`src/rtl/bms_pkg.sv`:
```
// Shared constants and types for the boot mode sequencer and its boot partner.
// Assumes a single 100 MHz clock shared by both ends.
`default_nettype none
package bms_pkg;
  // ----------------------------------------------------------------
  // Boot modes and strap encodings
  // ----------------------------------------------------------------
  typedef enum logic [1:0] {
    BMS_MODE_NONE = 2'h0,
    BMS_MODE_HOST = 2'h1,
    BMS_MODE_ROM  = 2'h2
  } bms_mode_t;
  localparam logic BMS_SEL_HOST_PORT = 1'h0;
  localparam logic BMS_SEL_PCI       = 1'h1;

  // ----------------------------------------------------------------
  // Memory image layout
  // ----------------------------------------------------------------
  localparam int          BMS_ROM_BYTES   = 1024;
  localparam int          BMS_ROM_WORDS   = BMS_ROM_BYTES / 4;
  localparam logic [31:0] BMS_CS1_BASE    = 32'h9000_0000;
  localparam logic [31:0] BMS_BOOT_ADDR   = 32'h0000_0000;
  localparam logic [31:0] BMS_ADDR_STEP   = 32'h0000_0004;
  localparam logic [31:0] BMS_DOORBELL_RST = 32'h0000_0000;

  // ----------------------------------------------------------------
  // Timing
  // ----------------------------------------------------------------
  localparam int          BMS_CLK_MHZ     = 100;
  localparam int          BMS_ROM_ACC_NS  = 20;
  localparam int          BMS_ROM_ACC_CYC = (BMS_ROM_ACC_NS * BMS_CLK_MHZ + 999) / 1000;
  localparam logic [3:0]  BMS_ROM_ACC_CNT = 4'(BMS_ROM_ACC_CYC);
endpackage
`default_nettype wire

```
`src/rtl/bms_link_if.sv`:
```
// Link between the boot sequencer and its partner (host or boot ROM).
// Assumes both ends share clk_sys.
`default_nettype none
interface bms_link_if;
  import bms_pkg::*;
  // Host write/read port into CPU memory
  logic        host_req;
  logic        host_we;
  logic [31:0] host_addr;
  logic [31:0] host_wdata;
  logic        host_ack;
  logic [31:0] host_rdata;
  // Doorbell set strobe and current doorbell level
  logic        doorbell_set;
  logic        doorbell_level;
  // Byte-wide ROM read port on chip-select region one
  logic        rom_req;
  logic [31:0] rom_addr;
  logic        rom_ack;
  logic [7:0]  rom_data;

  modport device (
    input  host_req, host_we, host_addr, host_wdata, doorbell_set, rom_ack, rom_data,
    output host_ack, host_rdata, doorbell_level, rom_req, rom_addr
  );
  modport partner (
    output host_req, host_we, host_addr, host_wdata, doorbell_set, rom_ack, rom_data,
    input  host_ack, host_rdata, doorbell_level, rom_req, rom_addr
  );
endinterface
`default_nettype wire

```
`src/rtl/bms_sequencer.sv`:
```
// Boot configuration logic: holds the CPU stalled per strapped boot mode,
// serves host loads, copies the boot ROM image, then releases the CPU.
// Assumes straps come from pins and the link from same-clock partner logic.
`default_nettype none
// Behaviour
// - Active-low reset holds everything in reset state
// - Start in the strapped boot mode after reset
// - Host mode: stall CPU, release the rest
// - Host may write any memory while stalled
// - Strap selects host port or PCI path
// - Host sets doorbell to finish host boot
// - Doorbell releases stall, CPU fetches at zero
// - Boot doorbell is not a pending interrupt
// - Doorbell releases stall only in host mode
// - Host may read back all memory
// - CPU clears doorbell; set doorbell blocks more
// - ROM mode copies 1 KB from region one
// - Pack four ROM bytes into each word
// - Copy is one single-frame block transfer
// - Copy done releases stall, fetch at zero
// - ROM image stored in system byte order
// - No-boot mode runs from zero immediately
// - System supplies valid code at zero
module bms_sequencer
  import bms_pkg::*;
(
  input  wire logic        clk_sys,
  input  wire logic        rst_b,
  input  wire logic        clk_en,
  input  wire logic [1:0]  boot_mode_pin,
  input  wire logic        pci_sel_pin,
  input  wire logic        cpu_doorbell_clr,
  bms_link_if.device       link,
  output logic             cpu_stall,
  output logic             periph_rst_b,
  output logic [31:0]      cpu_fetch_addr,
  output logic             host_path_pci,
  output logic             doorbell_irq,
  output logic             mem_we,
  output logic [31:0]      mem_addr,
  output logic [31:0]      mem_wdata,
  input  wire logic [31:0] mem_rdata
);
  typedef enum logic [2:0] {
    ST_RESET, ST_SAMPLE, ST_HOST, ST_COPY_REQ, ST_COPY_WAIT, ST_RUN
  } bms_state_t;

  // ----------------------------------------------------------------
  // Strap synchronisers
  // ----------------------------------------------------------------
  logic [1:0] mode_s1_reg, mode_s2_reg, mode_s3_reg;
  logic       pci_s1_reg, pci_s2_reg, pci_s3_reg;
  always_ff @(posedge clk_sys or negedge rst_b) begin
    if (!rst_b) begin
      mode_s1_reg <= 2'h3;
      mode_s2_reg <= 2'h0;
      mode_s3_reg <= 2'h3;
      pci_s1_reg  <= 1'h1;
      pci_s2_reg  <= 1'h0;
      pci_s3_reg  <= 1'h1;
    end else if (clk_en) begin
      mode_s1_reg <= boot_mode_pin;
      mode_s2_reg <= mode_s1_reg;
      mode_s3_reg <= mode_s2_reg;
      pci_s1_reg  <= pci_sel_pin;
      pci_s2_reg  <= pci_s1_reg;
      pci_s3_reg  <= pci_s2_reg;
    end
  end
  // Stages 2 and 3 reset apart, so agreement means the pins have filled the chain
  wire strap_stable = (mode_s2_reg == mode_s3_reg) && (pci_s2_reg == pci_s3_reg);

  // ----------------------------------------------------------------
  // Sequencer state
  // ----------------------------------------------------------------
  bms_state_t  state_reg, state_next;
  bms_mode_t   mode_reg, mode_next;
  logic        pci_reg, pci_next;
  logic        stall_reg, stall_next;
  logic        prst_reg, prst_next;
  logic        bell_reg, bell_next;
  logic        irq_reg, irq_next;
  logic [7:0]  word_reg, word_next;
  logic [1:0]  byte_reg, byte_next;
  logic [23:0] pack_reg, pack_next;
  logic        rreq_reg, rreq_next;
  logic [31:0] raddr_reg, raddr_next;
  logic        hack_reg, hack_next;
  logic [31:0] hrd_reg, hrd_next;
  logic        we_reg, we_next;
  logic [31:0] ma_reg, ma_next;
  logic [31:0] mwd_reg, mwd_next;

  function automatic bms_mode_t decode_mode(input logic [1:0] code);
    unique case (code)
      2'h1:    decode_mode = BMS_MODE_HOST;
      2'h2:    decode_mode = BMS_MODE_ROM;
      default: decode_mode = BMS_MODE_NONE;
    endcase
  endfunction

  always_comb begin
    state_next = state_reg;
    mode_next  = mode_reg;
    pci_next   = pci_reg;
    stall_next = stall_reg;
    prst_next  = prst_reg;
    bell_next  = bell_reg;
    irq_next   = irq_reg;
    word_next  = word_reg;
    byte_next  = byte_reg;
    pack_next  = pack_reg;
    rreq_next  = rreq_reg;
    raddr_next = raddr_reg;
    hack_next  = 1'h0;
    hrd_next   = hrd_reg;
    we_next    = 1'h0;
    ma_next    = ma_reg;
    mwd_next   = mwd_reg;

    // Doorbell: CPU clear wins over a host set while set; only a clear reopens it
    if (cpu_doorbell_clr) begin
      bell_next = 1'h0;
    end
    if (link.doorbell_set && !bell_reg) begin
      bell_next = 1'h1;
      // Only a doorbell seen after the CPU runs becomes an interrupt
      irq_next  = (state_reg == ST_RUN);
    end else begin
      irq_next = 1'h0;
    end

    // Host access into CPU memory, open outside reset
    if (link.host_req && !hack_reg && prst_reg) begin
      hack_next = 1'h1;
      we_next   = link.host_we;
      ma_next   = link.host_addr;
      mwd_next  = link.host_wdata;
      hrd_next  = mem_rdata;
    end

    unique case (state_reg)
      ST_RESET: begin
        stall_next = 1'h1;
        if (strap_stable) begin
          state_next = ST_SAMPLE;
        end
      end
      ST_SAMPLE: begin
        mode_next = decode_mode(mode_s3_reg);
        pci_next  = pci_s3_reg;
        prst_next = 1'h1;
        unique case (decode_mode(mode_s3_reg))
          BMS_MODE_HOST: state_next = ST_HOST;
          BMS_MODE_ROM: begin
            state_next = ST_COPY_REQ;
            raddr_next = BMS_CS1_BASE;
            word_next  = 8'h0;
            byte_next  = 2'h0;
          end
          BMS_MODE_NONE: begin
            state_next = ST_RUN;
            stall_next = 1'h0;
          end
        endcase
      end
      ST_HOST: begin
        // Release only on the host mode doorbell edge
        if (link.doorbell_set && !bell_reg) begin
          state_next = ST_RUN;
          stall_next = 1'h0;
        end
      end
      ST_COPY_REQ: begin
        // Host may still write memory; the copy shares the port
        if (!(link.host_req && !hack_reg)) begin
          rreq_next  = 1'h1;
          state_next = ST_COPY_WAIT;
        end
      end
      ST_COPY_WAIT: begin
        if (rreq_reg && link.rom_ack) begin
          rreq_next  = 1'h0;
          raddr_next = raddr_reg + 32'h1;
          byte_next  = byte_reg + 2'h1;
          // First byte lands in the low lane: system byte order is little end
          if (byte_reg == 2'h3) begin
            we_next    = 1'h1;
            ma_next    = BMS_BOOT_ADDR + {22'h0, word_reg, 2'h0};
            mwd_next   = {link.rom_data, pack_reg};
            word_next  = word_reg + 8'h1;
            // One frame of all words, no gaps between frames
            if (word_reg == 8'(BMS_ROM_WORDS - 1)) begin
              state_next = ST_RUN;
              stall_next = 1'h0;
            end else begin
              state_next = ST_COPY_REQ;
            end
          end else begin
            pack_next  = {link.rom_data, pack_reg[23:8]};
            state_next = ST_COPY_REQ;
          end
        end
      end
      ST_RUN: begin
        stall_next = 1'h0;
      end
    endcase
  end

  always_ff @(posedge clk_sys or negedge rst_b) begin
    if (!rst_b) begin
      state_reg <= ST_RESET;
      mode_reg  <= BMS_MODE_NONE;
      pci_reg   <= BMS_SEL_HOST_PORT;
      stall_reg <= 1'h1;
      prst_reg  <= 1'h0;
      bell_reg  <= 1'h0;
      irq_reg   <= 1'h0;
      word_reg  <= 8'h0;
      byte_reg  <= 2'h0;
      pack_reg  <= 24'h0;
      rreq_reg  <= 1'h0;
      raddr_reg <= BMS_CS1_BASE;
      hack_reg  <= 1'h0;
      hrd_reg   <= 32'h0;
      we_reg    <= 1'h0;
      ma_reg    <= BMS_BOOT_ADDR;
      mwd_reg   <= 32'h0;
    end else if (clk_en) begin
      state_reg <= state_next;
      mode_reg  <= mode_next;
      pci_reg   <= pci_next;
      stall_reg <= stall_next;
      prst_reg  <= prst_next;
      bell_reg  <= bell_next;
      irq_reg   <= irq_next;
      word_reg  <= word_next;
      byte_reg  <= byte_next;
      pack_reg  <= pack_next;
      rreq_reg  <= rreq_next;
      raddr_reg <= raddr_next;
      hack_reg  <= hack_next;
      hrd_reg   <= hrd_next;
      we_reg    <= we_next;
      ma_reg    <= ma_next;
      mwd_reg   <= mwd_next;
    end
  end

  // ----------------------------------------------------------------
  // Outputs
  // ----------------------------------------------------------------
  assign cpu_stall           = stall_reg;
  assign periph_rst_b        = prst_reg;
  assign cpu_fetch_addr      = BMS_BOOT_ADDR;
  assign host_path_pci       = pci_reg;
  assign doorbell_irq        = irq_reg;
  assign mem_we              = we_reg;
  assign mem_addr            = ma_reg;
  assign mem_wdata           = mwd_reg;
  assign link.host_ack       = hack_reg;
  assign link.host_rdata     = hrd_reg;
  assign link.doorbell_level = bell_reg;
  assign link.rom_req        = rreq_reg;
  assign link.rom_addr       = raddr_reg;
endmodule
`default_nettype wire

```
`src/flat_wrapper.sv`:
```
// flat-port wrapper written by rule: the top's interface ports become plain ports
module bms_sequencer_flat import bms_pkg::*;
  (clk_sys, rst_b, clk_en, boot_mode_pin, pci_sel_pin, cpu_doorbell_clr, cpu_stall, periph_rst_b, cpu_fetch_addr, host_path_pci, doorbell_irq, mem_we, mem_addr, mem_wdata, mem_rdata, link_host_req, link_host_we, link_host_addr, link_host_wdata, link_doorbell_set, link_rom_ack, link_rom_data, link_host_ack, link_host_rdata, link_doorbell_level, link_rom_req, link_rom_addr);
  bms_link_if link_i ();
  input  wire logic clk_sys;
  input  wire logic rst_b;
  input  wire logic clk_en;
  input  wire logic [1:0] boot_mode_pin;
  input  wire logic pci_sel_pin;
  input  wire logic cpu_doorbell_clr;
  output logic cpu_stall;
  output logic periph_rst_b;
  output logic [31:0] cpu_fetch_addr;
  output logic host_path_pci;
  output logic doorbell_irq;
  output logic mem_we;
  output logic [31:0] mem_addr;
  output logic [31:0] mem_wdata;
  input  wire logic [31:0] mem_rdata;
  input wire logic [$bits(link_i.host_req)-1:0] link_host_req;
  input wire logic [$bits(link_i.host_we)-1:0] link_host_we;
  input wire logic [$bits(link_i.host_addr)-1:0] link_host_addr;
  input wire logic [$bits(link_i.host_wdata)-1:0] link_host_wdata;
  input wire logic [$bits(link_i.doorbell_set)-1:0] link_doorbell_set;
  input wire logic [$bits(link_i.rom_ack)-1:0] link_rom_ack;
  input wire logic [$bits(link_i.rom_data)-1:0] link_rom_data;
  output wire logic [$bits(link_i.host_ack)-1:0] link_host_ack;
  output wire logic [$bits(link_i.host_rdata)-1:0] link_host_rdata;
  output wire logic [$bits(link_i.doorbell_level)-1:0] link_doorbell_level;
  output wire logic [$bits(link_i.rom_req)-1:0] link_rom_req;
  output wire logic [$bits(link_i.rom_addr)-1:0] link_rom_addr;
  assign link_i.host_req = link_host_req;
  assign link_i.host_we = link_host_we;
  assign link_i.host_addr = link_host_addr;
  assign link_i.host_wdata = link_host_wdata;
  assign link_i.doorbell_set = link_doorbell_set;
  assign link_i.rom_ack = link_rom_ack;
  assign link_i.rom_data = link_rom_data;
  assign link_host_ack = link_i.host_ack;
  assign link_host_rdata = link_i.host_rdata;
  assign link_doorbell_level = link_i.doorbell_level;
  assign link_rom_req = link_i.rom_req;
  assign link_rom_addr = link_i.rom_addr;
  bms_sequencer u_core (.clk_sys(clk_sys), .rst_b(rst_b), .clk_en(clk_en), .boot_mode_pin(boot_mode_pin), .pci_sel_pin(pci_sel_pin), .cpu_doorbell_clr(cpu_doorbell_clr), .link(link_i), .cpu_stall(cpu_stall), .periph_rst_b(periph_rst_b), .cpu_fetch_addr(cpu_fetch_addr), .host_path_pci(host_path_pci), .doorbell_irq(doorbell_irq), .mem_we(mem_we), .mem_addr(mem_addr), .mem_wdata(mem_wdata), .mem_rdata(mem_rdata));
endmodule
```
`config.mk`:
```
export PLATFORM = sky130hd
export DESIGN_NAME = bms_sequencer_flat
export DESIGN_NICKNAME = d
export VERILOG_FILES = /design/src/rtl/bms_pkg.sv /design/src/rtl/bms_link_if.sv /design/src/rtl/bms_sequencer.sv /design/src/flat_wrapper.sv
export SDC_FILE = /design/constraint.sdc
export NUM_CORES = 1
export LEC_CHECK = 0
export ABC_AREA = 1
export BUFFER_PORTS_ARGS = -buffer_cell sky130_fd_sc_hd__buf_2
export CELL_PAD_IN_SITES_DETAIL_PLACEMENT = 1
export CELL_PAD_IN_SITES_GLOBAL_PLACEMENT = 2
export CORE_ASPECT_RATIO = 1.5
export CORE_MARGIN = 8
export CORE_UTILIZATION = 29
export CTS_CLUSTER_DIAMETER = 30
export CTS_CLUSTER_SIZE = 10
export DETAILED_ROUTE_END_ITERATION = 8
export GPL_TIMING_DRIVEN = 1
export PLACE_DENSITY = 0.79
export SETUP_SLACK_MARGIN = 0.05
export SLEW_MARGIN = 20
export SYNTH_ARGS = -nofsm -noshare
export SYNTH_HDL_FRONTEND = slang
export SYNTH_SLANG_ARGS = --single-unit
```
`constraint.sdc`:
```
create_clock -name clk_sys -period 2.42 [get_ports clk_sys]
set_clock_uncertainty 0.15 [all_clocks]
set_input_delay 0.484 -clock clk_sys [delete_from_list [all_inputs] [get_ports clk_sys]]
set_output_delay 0.484 -clock clk_sys [all_outputs]
set_load 0.02 [all_outputs]
```
# Word level (Yosys, flattened, before mapping)
# Index checks and enable logic that the tools add are counted.
totals:
  in_bits: 115
  elab_cells: 115
  ff_bits: 182
op_classes:
  bitwise: 1
  mux: 45
  eq_ne: 21
  add_sub_neg: 3
  n_reduce_logical: 23
op_table:
  columns: ["op", "n"]
  rows:
  - ["$mux W32", 10]
  - ["$pmux W32 S2", 1]
  - ["$add A32 B1 Y32 const B", 1]
  - ["$mux W8", 3]
  - ["$mux W3", 6]
  - ["$pmux W8 S2", 1]
  - ["$mux W1", 15]
  - ["$pmux W3 S5", 1]
  - ["$ne A2 B1 Y1 const B", 7]
  - ["$reduce_and A4 Y1", 3]
  - ["$reduce_bool A5 Y1", 2]
  - ["$pmux W3 S3", 1]
  - ["$add A8 B1 Y8 const B", 1]
  - ["$eq A8 B8 Y1 const B", 1]
  - ["$pmux W2 S2", 2]
  - ["$reduce_and A7 Y1", 1]
  - ["$eq A2 B2 Y1 const B", 3]
  - ["$eq A3 B2 Y1 const B", 2]
  - ["$eq A3 B3 Y1 const B", 2]
  - ["$mux W2", 3]
  - ["$reduce_and A2 Y1", 3]
  - ["$reduce_and A6 Y1", 1]
  - ["$reduce_bool A2 Y1", 3]
  - ["$logic_and A1 B1 Y1", 5]
  - ["13 further kinds", 15]

# Longest topological paths before layout
# Gate-level depths: netlist (run 1).
logic_depth:
  depth_word: 7
  mapped_depth: 11

# Worst setup path before layout (run 1)
# Ideal clock, no wire load.
synth_timing:
  path_kind: "reg-to-reg"
  start: "register u_core.raddr_reg[1] (netlist: u_core.link.rom_addr[1])"
  end: "register u_core.raddr_reg[26] (netlist: u_core.link.rom_addr[26])"
  n_path_buf: 0
  setup_ns: 0.071
  synth_period_minus_slack_ns: 1.863
  t_arrival_ns: 1.641
  setup_slack_ns: 0.557
  stages_incl_launch_ff: 10
  cell_sequence: "dfrtp_1 -> ha_1 -> nand3_1 -> nor2_1 -> nand2_1 -> nor2_2 -> nand3_1 -> nand2_1 -> inv_1 -> nor2_1"
synth_between:
  elab_chain_len: 3
synth_rtl:
  columns: ["item", "line_no", "rtl"]
  rows:
  - ["from (decl)", "bms_sequencer.sv:87", "logic [31:0] raddr_reg, raddr_next;"]
  - ["from (signal assigned)", "bms_sequencer.sv:242", "raddr_reg <= raddr_next;"]
  - ["$add A32 B1 Y32", "bms_sequencer.sv:184", "raddr_next = raddr_reg + 32'h1;"]
  - ["$mux W32", "bms_sequencer.sv:182", "if (rreq_reg && link.rom_ack) begin"]
  - ["$pmux W32 S2", "bms_sequencer.sv:142", "unique case (state_reg)"]
# No other way between the ends. The select of a mux whose other input is x is not followed.
# A chain may end at the register's enable or synchronous reset.

# Worst setup path in the final report (run 1)
layout_timing:
  start: "register u_core.state_reg[0]"
  end: "register u_core.ma_reg[7] (netlist: u_core.mem_addr[7])"
layout_between:
  elab_chain_len: 2
layout_rtl:
  columns: ["item", "line_no", "rtl"]
  rows:
  - ["from (decl)", "bms_sequencer.sv:76", "bms_state_t state_reg, state_next;"]
  - ["from (signal assigned)", "bms_sequencer.sv:231", "state_reg <= state_next;"]
  - ["$eq A3 B3 Y1", "bms_sequencer.sv:142", null]
  - ["$mux W32", "bms_sequencer.sv:142", null]
  - ["to (signal assigned)", "bms_sequencer.sv:246", "ma_reg <= ma_next;"]
  - ["to (decl)", "bms_sequencer.sv:91", "logic [31:0] ma_reg, ma_next;"]
# No other way between the ends.

==> results of run 1 <==
## area by class of cell
type	instances	area share (%)
Sequential cell	182	40.6
Inverter	63	2.10
Tap cell	405	4.51
Clock buffer	19	3.85
Antenna cell	3	0.0668
Timing Repair Buffer	270	13.6
Multi-Input combinational cell	826	34.2
Clock inverter	10	1.10
## how the worst max path moves through the flow
stage / end / start / cells past startpoint
finish: u_core.mem_addr[7] / u_core.state_reg[0] / 8
global route: u_core.mem_addr[7] / u_core.state_reg[0] / 8
CTS: u_core.mem_addr[7] / u_core.state_reg[0] / 8
detailed placement: u_core.mem_addr[7] / u_core.state_reg[0] / 8
global placement: u_core.mem_addr[8] / u_core.state_reg[0] / 8
floorplan: u_core.link.rom_addr[26] / u_core.link.rom_addr[1] / 9
## layer usage
metal / GRT usage [%] / vias to the layer above
met1: 18.8 / 4000
li1: - / 3993
met5: 0 / -
met2: 30.6 / 209
met4: 6.33 / 10
met3: 6.33 / 52
## where the power goes
group	switching, mW	leakage [nW]	internal (mW)
clock network	1.28	0.260	1.52
registers	0.438	2.24	3.59
logic	1.74	3.10	0.891
## Yosys cell counts (2+ instances only)
cell type	number
nand2_1	316
nor2_1	190
dfrtp_1	173
o21ai_0	86
inv_1	59
nand3_1	43
a21oi_1	40
buf_4	34
nor3_1	28
clkbuf_1	21
nand4_1	18
buf_2	17
mux2_4	16
o21ai_1	16
dfstp_2	9
buf_6	8
mux2_2	6
xor2_1	6
ha_1	5
inv_2	4
nand2_2	3
nor2_4	3
xnor2_1	3
nand2_4	2
nor2_2	2
nor2_8	2
or2_2	2
## worst min-delay path, stage by stage
cell and delay (ps):
buf_2 70, nand2_1 40, nand2_1 40
## cell families (layout without fill, tap and decap cells)
| family | after synthesis | count (layout) | share of synthesized area (%) |
|---|---|---|---|
| other | 1 | 35 | 0.0413 |
| flip-flops | 182 | 182 | 50.3 |
| XOR/XNOR | 9 | 9 | 0.868 |
| buffers and inverters | 147 | 362 | 8.70 |
| AND/OR/NAND/NOR | 611 | 611 | 27.8 |
| multiplexers | 22 | 22 | 3.39 |
| adder cells (fa/ha/maj) | 5 | 5 | 0.689 |
| AO/OA/AOI/OAI | 147 | 147 | 8.23 |
## cell usage in the layout, fill, tap and decap left out, types with 9 or more instances in the layout
cell type,n
o21ai_1,16
a21oi_1,40
nor2_1,190
clkbuf_16,17
nand4_1,18
o21ai_0,86
buf_4,10
nor3_1,28
nand3_1,43
buf_2,249
mux2_4,16
dfstp_2,9
nand2_1,315
dfrtp_1,173
inv_1,59
conb_1,32
buf_12,9
## timing repair
action | 4_1_cts | 5_1_grt
setup endpoints to repair | 0 | 0
hold endpoints to repair | 40 | 0
hold buffers | 1 | 0
==> flow_summary.toml, run 1 <==
[critical_path]
endpoint_kind = "flop"
crit_chain = "nor2_8, nand2_4, inv_2, nand2_2, nor2_4, inv_2, o21ai_0, a21oi_1"
r2r-end = "u_core.mem_addr[7]"
critPathRequiredTime_ps = 2640
max_stage_delay_ps = 560
crit_family = "buffers and inverters"
cpMaxStageDelayCell = "dfrtp_1"
crit_arrival_ps = 2390
rrSetupSlack_ps = 240
cp_max_fo = 40
rr_worst_depth = 8
crit_buf_inv = 2
worstSetupPathType = "reg -> reg"
timing.rr.start = "u_core.state_reg[0]"
cp-start-kind = "flop"
path_common_cell = "inv_2"

[grt]
grt_pass1_wl_um = 51200
grt_max_degree = 62
antenna_found_initial = 8
overflow = 0
grt_usage_pct = 17.4
grt_pass1_vias = 9034

[timing]
relSlewSlack_pct = 54.4
finalCritPeriodShare_pct = 89.9
clock.fmax_mhz = 460
setup_slack_ps = 245
fin_setup_tns_ps = 0
rsz0062_at_grt = "false"
worst_pin_slew_ps = 683
setup_violations = 0
fin_crit_ps = 2180
hold_viol = 0
holdWs_ps = 79.7
drv_slew = 0

[synth]
yosys_warnings = 0
synth_cell_types = 39
synth_ff_type = "dfrtp_1"
netlist_area_mm2 = 0.00908
synth_top_area_share_pct = 47.7
seq_area_frac_synth_pct = 50.3
yosysTopAreaCell = "dfrtp_1"
synth_edf_count = 0
ys_seq_elements = 182
yosys-top-cells-area = "dfrtp_1 (48%), nand2_1 (13%), nor2_1 (7.9%)"
avgSynthCellArea_um2 = 8.08
async_flop_share_pct = 100
synthCells = 1124

[floorplanning]
dieHeight_um = 233
num_rows = 79
start_util_pct = 29.3
coreArea_mm2 = 0.0309
io_pins = 283
fp.dieW_um = 160
dieArea_mm2 = 0.0373

[placed_design]
io_buffers = 250
placed_area_mm2 = 0.0107
gp_congestion = 0.785
placed_cells_incl_taps = 1745
dp_hpwl_um = 23900
dp_worst_setup_slack_ps = 223

[flow_run]
cap_violations = 0

[layout]
seq_area_mm2 = 0.00457
fin_nets = 1480
final_core_util_pct = 36.3
num-fill-cells = 3808
areaGrowthSynthToFinish_pct = 23.8
drive_gt1_share_pct = 25.3
final_area_mm2 = 0.0112
multiInputGateArea_mm2 = 0.00384
layout.cells.non_filler = 1778

[detailed_routing]
wl_met1_um = 12600
met2_length_um = 16400
dr.first_iter.drc_count = 276
via_per_inst = 4.65
vias = 8264
highest-signal-layer = "met5"
wl_per_cell_um = 18.1
met3_length_um = 2300
ant_nets = 0
drc = 0
dr.pass1.iters = 4
wl_um = 32100

[hold_path]
hold_path_class = "in -> reg"
hold_depth = 3
hp-start = "mem_rdata[25]"
min_to = "u_core.link.host_rdata[25]"

[power_and_ir_drop]
p_leak_nw = 5.59
power_density_mw_per_mm2 = 841
ir_drop_mv = 0.535
p_total_mw = 9.46

[outcome]
status = "finished, final reports clean"

[cts]
htree_levels = 4
insertion_delay_ps = 440
cts_root_buf = "clkbuf_16"
clock-sinks = 182
clk_path_buf_depth = 2
cts_resized = 0
cts_tree = "yes"
cts_setup_buffers = 0
cts_buffers = 17
clk_pin_slew_ps = 70
No activity file was read; power rests on OpenSTA's default activity.
==> run 2: changes to the inputs <==
--- a/config.mk
+++ b/config.mk
@@ -16,7 +16,7 @@
 export CTS_CLUSTER_SIZE = 10
 export DETAILED_ROUTE_END_ITERATION = 8
 export GPL_TIMING_DRIVEN = 1
-export PLACE_DENSITY = 0.79
+export PLACE_DENSITY_LB_ADDON = 0.1
 export SETUP_SLACK_MARGIN = 0.05
 export SLEW_MARGIN = 20
 export SYNTH_ARGS = -nofsm -noshare
==> run 2 against run 1 <==
  * Hold slack got worse by 0.70 ps
  * First-iteration DRC count up 29%
  * Combinational power about the same
  * Maximum frequency grew 3.1%
  * Critical path type unchanged
==> flow_summary.toml, run 2 (same netlist as run 1, synthesis figures left out) <==
[critical_path]
worstSetupPathType = "reg -> reg"
crit_buf_inv = 3
endpoint_kind = "flop"
max_stage_delay_ps = 500
cp-start-kind = "flop"
crit_arrival_ps = 2290
cp_max_fo = 15
critPathRequiredTime_ps = 2600
cpMaxStageDelayCell = "dfrtp_1"
crit_family = "buffers and inverters"
crit_chain = "inv_1, nand3_1, o21ai_0, nand2_2, buf_4, buf_4, nand2_1, o21ai_0"

[detailed_routing]
vias = 8267
ant_nets = 0
dr.pass1.iters = 4
drc = 0
wl_um = 33500
wl_per_cell_um = 18.8
dr.first_iter.drc_count = 356
via_per_inst = 4.63

[cts]
cts_tree = "yes"
clk_pin_slew_ps = 70
insertion_delay_ps = 440
cts_buffers = 17
clk_path_buf_depth = 2
cts_setup_buffers = 0
cts_root_buf = "clkbuf_16"
htree_levels = 4
clock-sinks = 182

[timing]
hold_viol = 0
fin_setup_tns_ps = 0
setup_violations = 0
worst_pin_slew_ps = 637
holdWs_ps = 79.0
setup_slack_ps = 309
clock.fmax_mhz = 474
rsz0062_at_grt = "false"
finalCritPeriodShare_pct = 87.2
fin_crit_ps = 2110
relSlewSlack_pct = 57.6
drv_slew = 0

[grt]
grt_pass1_wl_um = 52500
use_met1_pct = 19.1
overflow = 0
grt_usage_pct = 18.2
use_met3_pct = 6.81
antenna_found_initial = 9
grt_pass1_vias = 8960
grt_use_met2_pct = 32.8
busiest_layer = "met2"
grt_max_degree = 58

[floorplanning]
dieArea_mm2 = 0.0373
io_pins = 283
fp.dieW_um = 160
dieHeight_um = 233
start_util_pct = 29.3
num_rows = 79
coreArea_mm2 = 0.0309

[hold_path]
hold_path_class = "in -> reg"

[layout]
final_area_mm2 = 0.0113
final_cell_mix = "nand2_1 (315), buf_2 (249), nor2_1 (190), dfrtp_1 (173), o21ai_0 (86)"
fin_nets = 1485
final_common_cell = "nand2_1"
drive_gt1_share_pct = 25.8
areaGrowthSynthToFinish_pct = 24.6

[power_and_ir_drop]
power_density_mw_per_mm2 = 851
p_leak_nw = 5.65
ir_drop_mv = 0.507

[placed_design]
placed_area_mm2 = 0.0107
gp_congestion = 0.795
dp_hpwl_um = 25400
dp_worst_setup_slack_ps = 209
io_buffers = 250

[outcome]
status = "finished, final reports clean"

[flow_run]
cap_violations = 0
[run 2: where the power goes]
group          total (mW)  switching, mW  internal (mW)
logic                2.63           1.74          0.884
registers            4.02          0.426           3.59
clock network        2.98           1.26           1.71
total                9.62           3.43           6.19
[run 2: layer usage]
layer	wire length (um)	vias to the layer above
li1	-	3993
met1	12500	4001
met2	17700	204
met3	2390	53
met4	846	16
met5	101	-
[run 2: worst paths after layout]
path,startpoint,end,slack [ps],depth (start not counted)
min,mem_rdata[17],u_core.link.host_rdata[17],80,3
max in group asynchronous,rst_b,u_core.pack_reg[3],1080,3
max reg2reg,u_core.state_reg[1],u_core.link.rom_addr[1],310,8
min in group asynchronous,rst_b,u_core.link.rom_addr[20],370,2
min reg2reg,u_core.pci_s1_reg,u_core.pci_s1_reg,320,2
max,u_core.state_reg[1],u_core.link.rom_addr[1],310,8
[run 2: cell type report]
class	instances	area [um^2]
clock inverter	11	148
fill	3835	19600
sequential	182	4570
antenna	1	2.50
timing repair buffer	275	1540
inverter	63	239
multi-input combinational	826	3840
tap	405	507
clock buffer	21	470
[run 2: worst reg2reg max path: stages (launching register included)]
cell and delay [ps]:
dfrtp_1 500, inv_1 170, nand3_1 130, o21ai_0 220
nand2_2 270, buf_4 270, buf_4 160, nand2_1 50
o21ai_0 70
[run 2: timing repair]
item | CTS | global route
hold buffers | 1 | 0
hold endpoints to repair | 31 | 0
endpoints found under the setup margin | 0 | 4
gates resized for setup | 0 | 2
[run 2: stage by stage]
stage,util [%],power (mW),instances
2_1_floorplan,-,5.71,1155
3_3_place_gp,34.5,6.73,1750
3_5_place_dp,34.5,6.77,1750
4_1_cts,36.5,9.82,1783
5_1_grt,36.6,10.2,1783
6_report,36.6,9.62,1784
==> run 3: changes to the inputs <==
--- a/config.mk
+++ b/config.mk
@@ -10,13 +10,13 @@
 export CELL_PAD_IN_SITES_DETAIL_PLACEMENT = 1
 export CELL_PAD_IN_SITES_GLOBAL_PLACEMENT = 2
 export CORE_ASPECT_RATIO = 1.5
-export CORE_MARGIN = 8
-export CORE_UTILIZATION = 29
+export CORE_MARGIN = 2
+export CORE_UTILIZATION = 31
 export CTS_CLUSTER_DIAMETER = 30
 export CTS_CLUSTER_SIZE = 10
 export DETAILED_ROUTE_END_ITERATION = 8
 export GPL_TIMING_DRIVEN = 1
-export PLACE_DENSITY_LB_ADDON = 0.1
+export PLACE_DENSITY = 0.91
 export SETUP_SLACK_MARGIN = 0.05
 export SLEW_MARGIN = 20
 export SYNTH_ARGS = -nofsm -noshare
==> constraint.sdc (replaced) <==
create_clock -name clk_sys -period 2.5 [get_ports clk_sys]
set_clock_uncertainty 0.15 [all_clocks]
set_input_delay 0.5 -clock clk_sys [delete_from_list [all_inputs] [get_ports clk_sys]]
set_output_delay 0.5 -clock clk_sys [all_outputs]
set_load 0.02 [all_outputs]
==> run 3 against run 2 <==
  * First-iteration DRC count decreased by 22%
  * Critical path depth grew 1
  * Highest routed layer unchanged
  * Non-clock buffer count fell by 4
  * Die area fell by 18%
  * Hold slack gained 10 ps
  * Final cell count shrank 1.0%
==> flow_summary.toml, run 3 (same netlist as run 1, synthesis figures left out) <==
[outcome]
status = "finished, final reports clean"

[layout]
layout.cells.non_filler = 1766
seq_area_mm2 = 0.00457
final_cell_mix = "nand2_1 (315), buf_2 (249), nor2_1 (190), dfrtp_1 (173), o21ai_0 (86)"
multiInputGateArea_mm2 = 0.00384
fin_nets = 1481
areaGrowthSynthToFinish_pct = 23.3
final_common_cell = "nand2_1"
num-fill-cells = 3613
drive_gt1_share_pct = 25.5

[detailed_routing]
via_per_inst = 4.76
vias = 8408
ant_nets = 0
wl_um = 30300
dr.first_iter.drc_count = 278
drc = 0
wl_per_cell_um = 17.1
dr.pass1.iters = 4

[critical_path]
cp-start-kind = "flop"
worstSetupPathType = "reg -> reg"
crit_chain = "nor2_8, nand2_4, inv_2, nand2_2, nor2_4, inv_2, buf_4, o21ai_0, nor2_1"
path_common_cell = "inv_2"
crit_family = "simple AND/OR/NAND/NOR gates"
crit_arrival_ps = 2390
critPathRequiredTime_ps = 2670
crit_buf_inv = 3
cpMaxStageDelayCell = "dfrtp_1"
max_stage_delay_ps = 510
endpoint_kind = "flop"
cp_max_fo = 16

[floorplanning]
num_rows = 76
dieHeight_um = 214
io_pins = 283
fp.dieW_um = 144
dieArea_mm2 = 0.0307
start_util_pct = 31.5
coreArea_mm2 = 0.0288

[power_and_ir_drop]
intPower_mw = 5.73
power_switching_mw = 3.37
ir_drop_mv = 0.537
power_density_mw_per_mm2 = 812
sw_frac_of_total_pct = 37.0
power_frac_seq_pct = 43.0
p_leak_nw = 5.59
power_frac_comb_pct = 27.5
clockPowerShare_pct = 29.5

[placed_design]
dp_hpwl_um = 22400
placed_cells_incl_taps = 1731
io_buffers = 250
gp_congestion = 0.826

[timing]
fin_setup_tns_ps = 0
relSlewSlack_pct = 54.5
fin_crit_ps = 2230
hold_viol = 0
worst_pin_slew_ps = 682
finalCritPeriodShare_pct = 89.0
rsz0062_at_grt = "false"
setup_violations = 0
clock.fmax_mhz = 449
drv_slew = 0

[cts]
cts_root_buf = "clkbuf_16"
clk_pin_slew_ps = 70
cts_tree = "yes"
insertion_delay_ps = 450
htree_levels = 4
clock-sinks = 182
cts_buffers = 17
clk_path_buf_depth = 2

[hold_path]
hold_path_class = "in -> reg"

[grt]
antenna_found_initial = 3
grt_pass1_vias = 8855
grt_max_degree = 58
grt_usage_pct = 20.3
overflow = 0
grt_pass1_wl_um = 48100

[flow_run]
cap_violations = 0
-- run 3: final cells by class --
class                   count  share of cell area, %
inverters                  63                   2.11
multi-input cells         826                   34.3
repair buffers            271                   13.4
clock buffers              19                   3.96
clock inverters            12                   1.05
flip-flops and latches    182                   40.8
diodes                      3                 0.0671
well taps                 390                   4.36
-- run 3: per-stage QoR --
step / power [mW] / utilization, % / instance area, um^2 / hold slack (ps) / setup WS (ps)
finish: 9.09 / 38.9 / 11200 / 89.4 / 275
global route: 9.61 / 38.8 / 11200 / 83.1 / 88.6
CTS: 9.21 / 38.8 / 11200 / 67.7 / 275
detailed placement: 6.48 / 36.8 / 10600 / 312 / 263
global placement: 6.39 / 36.8 / 10600 / 304 / 314
floorplan: 5.53 / - / 9190 / 54.4 / 637
-- run 3: worst paths after layout --
check	from	to	slack (ps)	depth (start not counted)
max	u_core.state_reg[1]	u_core.mem_wdata[13]	270	9
min	mem_rdata[8]	u_core.link.host_rdata[8]	90	3
max reg2reg	u_core.state_reg[1]	u_core.mem_wdata[13]	270	9
min reg2reg	u_core.pci_s1_reg	u_core.pci_s1_reg	320	2
max in group asynchronous	rst_b	u_core.link.rom_addr[31]	1060	3
min in group asynchronous	rst_b	u_core.pack_reg[11]	410	2
-- run 3: timing repair --
item | CTS | global route
endpoints found under the hold margin | 40 | 0
hold buffers | 1 | 0
resized for setup | 0 | 0
buffers inserted | 0 | 0
setup endpoints to repair | 0 | 0
-- run 3: routing by layer --
layer	GRT usage (%)	vias to the layer above	routed length, um
met5	0	-	13
met2	36.3	242	16000
met4	6.05	2	462
met1	23.1	4142	11700
met3	6.28	29	2040
li1	-	3993	-
-- run 3: worst min-delay path, stage by stage --
cell,delay (ps)
buf_2,70
nand2_1,40
nand2_1,40
-- run 3: power by group through the flow --
stage | clock network (mW) | logic [mW] | registers [mW]
after floorplan | 0 | 1.27 | 4.26
after global placement | 0 | 2.45 | 3.95
after detailed placement | 0 | 2.52 | 3.95
after CTS | 2.75 | 2.54 | 3.92
after global routing | 2.86 | 2.77 | 3.98
final | 2.68 | 2.50 | 3.91
